<file path="config.mk">
export PLATFORM = sky130hd
export DESIGN_NAME = i2c_port
export DESIGN_NICKNAME = d
export VERILOG_FILES = /design/src/rtl/byte_fifo.v /design/src/rtl/i2c_port.v
export VERILOG_INCLUDE_DIRS = /design/src /design/src/rtl
export SDC_FILE = /design/constraint.sdc
export NUM_CORES = 1
export LEC_CHECK = 0
export BUFFER_PORTS_ARGS = -buffer_cell sky130_fd_sc_hd__buf_2
export CAP_MARGIN = 20
export CORE_MARGIN = 2
export CORE_UTILIZATION = 54
export DETAILED_ROUTE_END_ITERATION = 8
export GPL_ROUTABILITY_DRIVEN = 0
export HOLD_SLACK_MARGIN = 0.05
export PLACE_DENSITY = 0.78
export RECOVER_POWER = 50
export SETUP_SLACK_MARGIN = 0.02
export SLEW_MARGIN = 20
export SYNTH_ARGS = -nofsm -noshare
export SYNTH_HDL_FRONTEND = slang
export SYNTH_HIERARCHICAL = 1
export SYNTH_SLANG_ARGS = --single-unit
</file>
<file path="constraint.sdc">
create_clock -name clk -period 8.5 [get_ports clk]
set_clock_uncertainty 0.15 [all_clocks]
set_input_delay 0.425 -clock clk [delete_from_list [all_inputs] [get_ports clk]]
set_output_delay 0.425 -clock clk [all_outputs]
set_load 0.01 [all_outputs]
</file>
<file path="src/rtl/i2c_port_regs.vh">
`ifndef I2C_PORT_REGS_VH
`define I2C_PORT_REGS_VH
// Status and control bit positions
`define STAT_BUF_FULL_BIT     0
`define CTRL_OVF_BIT          6
`define CTRL_RELEASE_BIT      4
`define CTRL2_STRETCH_BIT     0
`define FLAG_EVENT_BIT        3
// Reload field width (bits 6:0)
`define RELOAD_W              7
`define RELOAD_ZERO           7'h00
// Byte and bit counts
`define BYTE_W                8
`define BIT_CNT_W             4
`define BIT_NINTH             4'h8
`define BIT_LAST_DATA         4'h7
`define BIT_ZERO              4'h0
// Fifo sizing
`define FIFO_WIDTH            8
`define FIFO_DEPTH            16
`define FIFO_AW               4
`endif

</file>
<file path="src/rtl/byte_fifo.v">
`timescale 1ns/100ps
module byte_fifo #(
  parameter WIDTH = 8,
  parameter DEPTH = 16,
  parameter AW    = 4
) (
  input  wire             clk,
  input  wire             rst,
  input  wire [WIDTH-1:0] in_data,
  input  wire             in_valid,
  output wire             in_ready,
  output reg  [WIDTH-1:0] out_data,
  output reg              out_valid,
  input  wire             out_ready
);
  reg [WIDTH-1:0] mem [0:DEPTH-1];
  reg [AW-1:0]    wr_q;
  reg [AW-1:0]    rd_q;
  reg [AW:0]      cnt_q;
  wire            push;
  wire            pop;
  wire            load;

  // Full and empty from the occupancy count
  assign in_ready = (cnt_q != DEPTH[AW:0]);
  assign push     = in_valid && in_ready;
  assign load     = (cnt_q != {(AW+1){1'b0}}) && (!out_valid || out_ready);
  assign pop      = load;

  // Storage; read data leaves through a register
  always @(posedge clk) begin
    if (push) begin
      mem[wr_q] <= in_data;
    end
  end

  // Pointers, count and output stage
  always @(posedge clk) begin
    if (rst) begin
      wr_q      <= {AW{1'b0}};
      rd_q      <= {AW{1'b0}};
      cnt_q     <= {(AW+1){1'b0}};
      out_valid <= 1'b0;
      out_data  <= {WIDTH{1'b0}};
    end else begin
      if (push) begin
        wr_q <= wr_q + 1'b1;
      end
      if (load) begin
        out_data  <= mem[rd_q];
        rd_q      <= rd_q + 1'b1;
        out_valid <= 1'b1;
      end else if (out_ready) begin
        out_valid <= 1'b0;
      end
      cnt_q <= cnt_q + {{AW{1'b0}}, push} - {{AW{1'b0}}, pop};
    end
  end
endmodule

</file>
<file path="src/rtl/i2c_port.v">
`timescale 1ns/100ps
`include "i2c_port_regs.vh"
module i2c_port #(
  parameter [6:0] OWN_ADDR = 7'h2a
) (
  input  wire                 clk,
  input  wire                 rst,
  // Open-drain pins, enable low while pulling low
  input  wire                 scl_in,
  output wire                 scl_out,
  output wire                 scl_oe_n,
  input  wire                 sda_in,
  output wire                 sda_out,
  output wire                 sda_oe_n,
  // Control bits
  input  wire [`RELOAD_W-1:0] rate_reload,
  input  wire                 stretch_enable_bit,
  input  wire                 clock_release_set,
  input  wire                 start_req,
  input  wire                 event_flag_clr,
  input  wire                 overflow_clr,
  input  wire                 collision_clr,
  // Transmit byte written by software
  input  wire [`BYTE_W-1:0]   tx_data,
  input  wire                 tx_write,
  // Received bytes towards software
  output wire [`BYTE_W-1:0]   rx_data,
  output wire                 rx_valid,
  input  wire                 rx_ready,
  // Status
  output reg  [`BYTE_W-1:0]   serial_buffer_register,
  output reg                  rw_status,
  output reg                  buffer_full_flag,
  output reg                  receive_overflow_flag,
  output reg                  serial_event_flag,
  output reg                  bus_collision_flag,
  output reg                  clock_release_bit,
  output reg                  start_busy,
  output reg                  start_done
);
  //--------------------------------------------------------------------
  // Pin synchronisers
  //--------------------------------------------------------------------
  reg [2:0] scl_sync_q;
  reg [2:0] sda_sync_q;
  reg       scl_q;
  reg       sda_q;
  wire      scl_rise;
  wire      scl_fall;
  wire      start_seen;
  wire      stop_seen;

  // Three stages; level changes only when the last two agree
  always @(posedge clk) begin
    if (rst) begin
      scl_sync_q <= 3'h7;
      sda_sync_q <= 3'h7;
      scl_q      <= 1'b1;
      sda_q      <= 1'b1;
    end else begin
      scl_sync_q <= {scl_sync_q[1:0], scl_in};
      sda_sync_q <= {sda_sync_q[1:0], sda_in};
      if (scl_sync_q[1] == scl_sync_q[2]) begin
        scl_q <= scl_sync_q[2];
      end
      if (sda_sync_q[1] == sda_sync_q[2]) begin
        sda_q <= sda_sync_q[2];
      end
    end
  end

  wire scl_new = (scl_sync_q[1] == scl_sync_q[2]) ? scl_sync_q[2] : scl_q;
  wire sda_new = (sda_sync_q[1] == sda_sync_q[2]) ? sda_sync_q[2] : sda_q;
  assign scl_rise   = scl_new && !scl_q;
  assign scl_fall   = !scl_new && scl_q;
  assign start_seen = scl_q && scl_new && sda_q && !sda_new;
  assign stop_seen  = scl_q && scl_new && !sda_q && sda_new;

  //--------------------------------------------------------------------
  // Received byte fifo
  //--------------------------------------------------------------------
  reg  [`BYTE_W-1:0] fifo_in_q;
  reg                fifo_push_q;
  wire               fifo_in_ready;

  byte_fifo #(
    .WIDTH (`FIFO_WIDTH),
    .DEPTH (`FIFO_DEPTH),
    .AW    (`FIFO_AW)
  ) u_rx_fifo (
    .clk       (clk),
    .rst       (rst),
    .in_data   (fifo_in_q),
    .in_valid  (fifo_push_q),
    .in_ready  (fifo_in_ready),
    .out_data  (rx_data),
    .out_valid (rx_valid),
    .out_ready (rx_ready)
  );

  //--------------------------------------------------------------------
  // Slave engine
  //--------------------------------------------------------------------
  localparam [2:0] S_IDLE = 3'h0;
  localparam [2:0] S_ADDR = 3'h1;
  localparam [2:0] S_RX   = 3'h2;
  localparam [2:0] S_TX   = 3'h3;
  localparam [2:0] S_TACK = 3'h4;

  reg [2:0]             state_q;
  reg [`BYTE_W-1:0]     transfer_shift_register;
  reg [`BIT_CNT_W-1:0]  bit_q;
  reg                   sda_pull_q;
  reg                   scl_hold_q;
  reg                   ack_byte_q;
  wire                  overflow_now;

  assign overflow_now = buffer_full_flag || receive_overflow_flag;

  // Byte engine, one step per synchronised clock edge
  always @(posedge clk) begin
    if (rst) begin
      state_q                 <= S_IDLE;
      transfer_shift_register <= 8'h00;
      bit_q                   <= `BIT_ZERO;
      sda_pull_q              <= 1'b0;
      scl_hold_q              <= 1'b0;
      ack_byte_q              <= 1'b0;
      serial_buffer_register  <= 8'h00;
      rw_status               <= 1'b0;
      buffer_full_flag        <= 1'b0;
      receive_overflow_flag   <= 1'b0;
      serial_event_flag       <= 1'b0;
      clock_release_bit       <= 1'b1;
      fifo_in_q               <= 8'h00;
      fifo_push_q             <= 1'b0;
    end else begin
      fifo_push_q <= 1'b0;
      // Software clears lose to a same-cycle hardware set below
      if (event_flag_clr) begin
        serial_event_flag <= 1'b0;
      end
      if (overflow_clr) begin
        receive_overflow_flag <= 1'b0;
      end
      if (rx_valid && rx_ready) begin
        buffer_full_flag <= 1'b0;
      end
      if (tx_write) begin
        serial_buffer_register  <= tx_data;
        transfer_shift_register <= tx_data;
      end
      if (clock_release_set) begin
        clock_release_bit <= 1'b1;
        scl_hold_q        <= 1'b0;
      end
      if (stop_seen) begin
        state_q    <= S_IDLE;
        sda_pull_q <= 1'b0;
        ack_byte_q <= 1'b0;
      end else if (start_seen) begin
        state_q    <= S_ADDR;
        bit_q      <= `BIT_ZERO;
        sda_pull_q <= 1'b0;
        ack_byte_q <= 1'b0; // Refused address must not leak into next frame
      end else begin
        case (state_q)
          S_ADDR, S_RX: begin
            if (scl_rise && bit_q <= `BIT_LAST_DATA) begin
              transfer_shift_register <= {transfer_shift_register[6:0], sda_new};
              bit_q <= bit_q + 4'h1;
            end else if (scl_fall && bit_q == `BIT_NINTH && !ack_byte_q) begin
              // End of eighth bit: decide acknowledge
              ack_byte_q <= 1'b1;
              if (state_q == S_ADDR) begin
                if (transfer_shift_register[7:1] != OWN_ADDR) begin
                  state_q <= S_IDLE;
                end else if (overflow_now) begin
                  receive_overflow_flag <= 1'b1;
                  state_q               <= S_IDLE;
                end else begin
                  rw_status              <= transfer_shift_register[0];
                  serial_buffer_register <= transfer_shift_register;
                  sda_pull_q             <= 1'b1;
                end
              end else if (overflow_now || !fifo_in_ready) begin
                receive_overflow_flag <= 1'b1; // No ack, byte dropped
              end else begin
                serial_buffer_register <= transfer_shift_register;
                buffer_full_flag       <= 1'b1;
                fifo_in_q              <= transfer_shift_register;
                fifo_push_q            <= 1'b1;
                sda_pull_q             <= 1'b1;
                serial_event_flag      <= 1'b1;
              end
            end else if (scl_fall && ack_byte_q) begin
              // Ninth clock done: release data, maybe stretch
              ack_byte_q <= 1'b0;
              sda_pull_q <= 1'b0;
              bit_q      <= `BIT_ZERO;
              if (state_q == S_ADDR && rw_status) begin
                state_q           <= S_TX;
                scl_hold_q        <= 1'b1;
                clock_release_bit <= 1'b0;
                serial_event_flag <= 1'b1;
              end else begin
                state_q <= S_RX;
                if (stretch_enable_bit && state_q == S_RX) begin
                  scl_hold_q        <= 1'b1;
                  clock_release_bit <= 1'b0;
                end
              end
            end
          end
          S_TX: begin
            // Drive bits while clock low, hold them through high time
            if (bit_q == `BIT_ZERO && !scl_hold_q && !scl_q && !sda_pull_q && !ack_byte_q) begin
              sda_pull_q              <= !transfer_shift_register[7];
              transfer_shift_register <= {transfer_shift_register[6:0], 1'b0};
              ack_byte_q              <= 1'b1;
            end else if (scl_fall && ack_byte_q) begin
              if (bit_q == `BIT_LAST_DATA) begin
                sda_pull_q <= 1'b0;
                state_q    <= S_TACK;
                ack_byte_q <= 1'b0;
              end else begin
                sda_pull_q              <= !transfer_shift_register[7];
                transfer_shift_register <= {transfer_shift_register[6:0], 1'b0};
              end
              bit_q <= bit_q + 4'h1;
            end
          end
          S_TACK: begin
            if (scl_rise) begin
              if (sda_new) begin
                state_q <= S_IDLE;
              end else begin
                ack_byte_q <= 1'b1;
              end
            end else if (scl_fall && ack_byte_q) begin
              serial_event_flag <= 1'b1;
              scl_hold_q        <= 1'b1;
              clock_release_bit <= 1'b0;
              ack_byte_q        <= 1'b0;
              bit_q             <= `BIT_ZERO;
              state_q           <= S_TX;
            end
          end
          default: begin
            state_q    <= S_IDLE;
            sda_pull_q <= 1'b0;
            scl_hold_q <= 1'b0;
          end
        endcase
      end
    end
  end

  //--------------------------------------------------------------------
  // Start condition generator with collision check
  //--------------------------------------------------------------------
  localparam [1:0] M_IDLE  = 2'h0;
  localparam [1:0] M_FIRST = 2'h1;
  localparam [1:0] M_SECND = 2'h2;

  reg [1:0]           mstate_q;
  reg [`RELOAD_W-1:0] rate_counter;
  reg                 m_sda_q;
  reg                 m_scl_q;

  // Competing starts after the request are not flagged; the first count just ends early
  always @(posedge clk) begin
    if (rst) begin
      mstate_q           <= M_IDLE;
      rate_counter       <= `RELOAD_ZERO;
      m_sda_q            <= 1'b0;
      m_scl_q            <= 1'b0;
      bus_collision_flag <= 1'b0;
      start_busy         <= 1'b0;
      start_done         <= 1'b0;
    end else begin
      start_done <= 1'b0;
      if (collision_clr) begin
        bus_collision_flag <= 1'b0;
      end
      case (mstate_q)
        M_IDLE: begin
          if (start_req) begin
            if (!sda_q || !scl_q) begin
              bus_collision_flag <= 1'b1;
            end else begin
              rate_counter <= rate_reload;
              mstate_q     <= M_FIRST;
              start_busy   <= 1'b1;
            end
          end
        end
        M_FIRST: begin
          if (!scl_q) begin
            bus_collision_flag <= 1'b1;
            mstate_q           <= M_IDLE;
            start_busy         <= 1'b0;
            m_sda_q            <= 1'b0;
          end else if (!sda_q || rate_counter == `RELOAD_ZERO) begin
            m_sda_q      <= 1'b1;
            rate_counter <= rate_reload;
            mstate_q     <= M_SECND;
          end else begin
            rate_counter <= rate_counter - 7'h01;
          end
        end
        M_SECND: begin
          // Clock low here is tolerated
          if (rate_counter == `RELOAD_ZERO) begin
            m_scl_q    <= 1'b1;
            mstate_q   <= M_IDLE;
            start_busy <= 1'b0;
            start_done <= 1'b1;
          end else begin
            rate_counter <= rate_counter - 7'h01;
          end
        end
        default: begin
          mstate_q <= M_IDLE;
        end
      endcase
      if (collision_clr && !start_busy) begin
        m_sda_q <= 1'b0;
        m_scl_q <= 1'b0;
      end
    end
  end

  //--------------------------------------------------------------------
  // Open-drain pins: only pull low or release
  //--------------------------------------------------------------------
  assign sda_out  = 1'b0;
  assign scl_out  = 1'b0;
  assign sda_oe_n = !(sda_pull_q || m_sda_q);
  assign scl_oe_n = !(scl_hold_q || m_scl_q);
endmodule

</file>
* Word level (Yosys, flattened, before mapping)
Memory sizes are Yosys's and may differ from the RTL's. A register that Yosys moved wholly into a read port is not among the register bits.
Cells that the tools add are included.
W data, S select, Z words.
** Storage, ports and cells
- Bits in registers :: 76
- Latch bits :: 0
- Memory bits (writable) :: 128
- Bits in read-only memories :: 0
- Input port bits :: 27
- Logic and storage cells :: 307
- Memories kept :: 1
** Memory list
- u_rx_fifo.mem :: words 16, width 8, rd ports 1, clocked after Yosys merged registers in 1, wr ports 1, RTL line byte_fifo.v:16 : reg [WIDTH-1:0] mem [0:DEPTH-1];
** Operators by class
- Add/subtract/negate cells :: 6
- Multipliers :: 0
- Div/mod/pow operators :: 0
- Magnitude comparators :: 1
- Equal/unequal tests :: 46
- Shift-type cells :: 0
- Muxes and demuxes :: 145
- Bitwise logic cells :: 11
- Reduce and logical (&&, ||, !) cells :: 67
** Operators by type and width (count)
- $mux W8 :: 17
- $mux W1 :: 87
- $ne A3 B3 Y1 const B :: 13
- $mux W3 :: 12
- $ne A4 B4 Y1 const B :: 9
- $mux W7 :: 5
- $mux W4 :: 7
- $logic_and A1 B1 Y1 :: 21
- $pmux W7 S3 :: 1
- $ne A2 B2 Y1 const B :: 10
- $reduce_and A9 Y1 :: 2
- $pmux W8 S2 :: 1
- $reduce_and A5 Y1 :: 3
- $reduce_and A7 Y1 :: 2
- $logic_not A1 Y1 :: 13
- $add A4 B1 Y4 const B :: 3
- $pmux W1 S3 :: 4
- $pmux W4 S3 :: 1
- $not A1 Y1 :: 11
- $mux W2 :: 5
- $ne A5 B5 Y1 const B :: 2
- $pmux W3 S3 :: 1
- $reduce_and A8 Y1 :: 1
- $reduce_or A2 Y1 :: 4
- 29 further kinds :: 41

* Logic depth before layout (Yosys ltp)
- Depth after elaboration :: 11
- Mapped depth :: 15
- Gate-level depth less buffers :: 14

* Hierarchy
The synthesis kept the hierarchy.
** Modules (own cells, without submodules)
- byte_fifo :: times used 1, cells an instance 323, area each 5995.8 µm², seq. area each 4284.1 µm²
- i2c_port :: times used 1, cells an instance 384, area each 3323.2 µm², seq. area each 1241.2 µm²

* Least setup slack after synthesis
No wires, ideal clock.
- Path kind :: register -> register
- Start :: register u_rx_fifo.cnt_q[3]
- End :: register u_rx_fifo.cnt_q[4]
- Library setup time :: 0.127 ns
- Data arrival time :: 2.557 ns
- Data required time :: 8.223 ns
- Slack :: 5.666 ns
- Stages on the path, launching flop included :: 16
- Path buffers :: 1
- Clock period less this slack :: 2.834 ns
- Path through :: dfxtp_1 inv_1 ha_1 or4b_4 nand2_1 buf_6 inv_4 ha_1 inv_1 ha_1 inv_1 fa_1 nor2b_1 o21bai_1 a21oi_1 nor3b_1
** RTL lines
- start, declared :: RTL line byte_fifo.v:19 : reg [AW:0] cnt_q;
- start signal, assigned :: RTL line byte_fifo.v:42 : cnt_q <= {(AW+1){1'b0}};
- start signal, assigned :: RTL line byte_fifo.v:56 : cnt_q <= cnt_q + {{AW{1'b0}}, push} - {{AW{1'b0}}, pop};
- $reduce_bool A5 Y1 :: RTL line byte_fifo.v:27 : assign load = (cnt_q != {(AW+1){1'b0}}) && (!out_valid || out_ready);
- $logic_and A1 B1 Y1 :: RTL line byte_fifo.v:27
- via u_rx_fifo.load :: RTL line byte_fifo.v:22 : wire load;
- $sub A5 B1 Y5 :: RTL line byte_fifo.v:56
The timed path passes the listed nets, and every way through them passes these cells.
A chain may end at the register's enable or synchronous reset.

==> metrics.txt <==
worst hold endpoint clock_release_bit; final setup violation count 0; Pint 0.00195 W; Worst Path Max Fanout 81; area of the multi-input gates about 0.0035 mm²; ys flop type edfxtp_1; Leak ~3.6 nW; total core area between 0.015 and 0.02 mm²; clk root buf clkbuf_16; Row Count 48; clock power share 0.324; Period minus WS final 3.97 ns; Buffers on Ports 53; Final #Nets approximately 800; Sequential cell area between 0.005 and 0.006 mm²; # H-tree levels 1; vias in the first global route between 5000 and 6000; CTS tree built; die width roughly 140 µm; cts hold-fix bufs 3; die outline height 135 µm; Detailed Route Iter0 Violations 421; Slew HR -1.22; Crit Path Class primary input to flop; total congestion overflow 0; failing checks capacitance limit, slew limit; dpl hpwl 12900 µm; worst vdd ir around 0.00022 V; count leader, synth edfxtp_1; flop2flop setup slack around 5 ns; hold path startpoint clock_release_set; I/O pins 56; Mapped Cells a little over 700; Max Slew Vio Count 82; Seq/Total Area, Yosys 0.593; Comb pwr share 0.230; Yosys reg bits around 210; Antenna Cells 0; Fill cells 1298; outcome finished, violations left; CP Data Required Time around 8.6 ns; CTS resizes 0; warning count from the yosys run 6; syn avg cell area about 13 µm²; global-route wire length before repair 30800 µm; number of synthesized flops with an enable pin 128; Setup crit end kind flop; Max Fclk approximately 250 MHz; DRC Markers 0; setup TNS 0 ns; Startpoint Class primary input; setup bufs post-CTS 0; Switching Fraction 0.284; Worst R2R Start u_rx_fifo/cnt_q[3]; CTS Buf Count 22; clk_lat worst skew just under 0.5 ns; first drt pass iteration count 5; fin util 0.608; Hold Path Class primary input to flop; asr flop ratio synth 0; final hold vios 0; clock transition at the registers of the reported paths ~0.060 ns; max_cap viols 1; Critical R2R Capture u_rx_fifo/cnt_q[4]; DIE AREA 0.0183 mm²; Synth-to-Final Area Change 11.2%; Initial Utilization 0.546; Detail Route Antenna Nets 0; Synth top area share 0.412; initial antenna violation count 1; WP data arrival 4.05 ns; total number of vias 5969; DRT Wirelength approximately 19000 µm; total track usage 0.215; Clock Sinks ~210; Clock Path Buffers 3; setup repair after global routing missed its margin no; Flop pwr share 0.446; Synth area leader edfxtp_1; Switch Pwr ~0.00077 W; Tcrit/Tclk final 0.467; R2R depth 14; Slew @ Worst Pin roughly 3.3 ns; unique cell type count in the Yosys netlist 79; post-DR wirelength/cell 19.4 µm; DR vias/cell approximately 6; Synth area leaders edfxtp_1, dfxtp_1, mux4_2, mux2i_1, nor2_1; Worst Hold Depth 3; power per cell area 263 mW/mm²; Post-synth top cells edfxtp_1, dfxtp_1, nor2_1; largest net degree at the start of global routing slightly above 80; share of cells above drive strength 1 0.165; synthesized area 0.00932 mm²
## power by group through the flow
stage	registers, W	logic (W)	clock network (W)
floorplan	0.00121	0.000516	0
global placement	0.00123	0.000591	0
detailed placement	0.00123	0.000629	0
CTS	0.00121	0.000634	0.000896
global route	0.00122	0.000693	0.000940
finish	0.00121	0.000628	0.000882
## sequential cells by signal, summed over array words and instances (netlist names), 5 cells and up
name / flops
u_rx_fifo/mem: 128
fifo_in_q: 8
serial_buffer_register: 8
transfer_shift_register: 8
u_rx_fifo/out_data: 8
rate_counter: 7
u_rx_fifo/cnt_q: 5
## final cells by class
cell class	count	area share
flip-flops and latches	212	0.534
multi-input cells	425	0.335
clock buffers	31	0.0606
repair buffers	60	0.0274
well taps	225	0.0272
inverters	34	0.0126
clock inverters	8	0.00398
## per-stage QoR
stage	instance area (µm²)	worst slack [ns]	cells	total power [W]	hold slack, ns
4_1_cts	10400	5.19	995	0.00274	0.0628
6_report	10400	4.53	995	0.00272	0.0641
5_1_grt	10400	3.98	995	0.00285	0.0924
3_5_place_dp	9690	5.20	953	0.00186	0.246
2_1_floorplan	9320	5.67	708	0.00172	0.239
3_3_place_gp	9690	5.42	953	0.00182	0.247
## worst max-delay path by stage
stage	from	to	slack (ns)	depth (start not counted)
after global placement	u_rx_fifo/cnt_q[3]	u_rx_fifo/cnt_q[4]	5.42	14
final	rst	rate_counter[3]	4.53	5
after CTS	u_rx_fifo/cnt_q[3]	u_rx_fifo/cnt_q[4]	5.19	14
after detailed placement	u_rx_fifo/cnt_q[3]	u_rx_fifo/cnt_q[4]	5.20	14
after global routing	rst	rate_counter[5]	3.98	5
after floorplan	u_rx_fifo/cnt_q[3]	u_rx_fifo/cnt_q[4]	5.67	15
## cell usage in the layout, fill, tap and decap left out, types with 3 or more instances in the layout
cell type / count
a211oi_1: 13
nand2_1: 29
o21ai_0: 14
clkinv_2: 3
clkbuf_16: 24
mux2i_1: 42
nand2b_1: 7
edfxtp_1: 128
nor2_1: 68
ha_1: 18
dfxtp_2: 3
o221ai_1: 8
o32ai_1: 4
a21oi_1: 33
dlygate4sd3_1: 3
xor2_1: 7
nor3b_1: 6
and2_1: 3
nor2b_1: 9
clkinv_1: 3
or3_1: 4
or2_2: 6
nand3_1: 13
mux2_2: 5
nor3_1: 14
and3b_1: 4
dfxtp_1: 81
clkbuf_1: 35
xnor2_1: 4
a21o_1: 6
mux4_2: 32
a221oi_1: 3
buf_2: 26
nand4_1: 3
nand3b_1: 11
inv_1: 33
a22oi_1: 6
## routing by layer
metal | share of wire | global-route usage | vias to the layer above
li1 | - | - | 2752
met5 | 0.00067 | 0 | -
met4 | 0.019 | 0.0475 | 2
met1 | 0.41 | 0.279 | 2972
met3 | 0.072 | 0.0520 | 32
met2 | 0.50 | 0.369 | 211
## worst max-delay path, stage by stage
cell and delay, ns:
buf_2 0.07, clkbuf_1 2.34, inv_1 0.73, nand2b_1 0.36
o32ai_1 0.12
## cells by family after synthesis
kind of cell    share of synthesized area
flops                               0.593
simple gates                        0.117
compound gates                     0.0857
mux                                 0.130
buf+inv                            0.0363
fa+ha+maj                          0.0274
xor+xnor                           0.0103
other cells                      0.000402
Power figures use the tool's default switching activity.
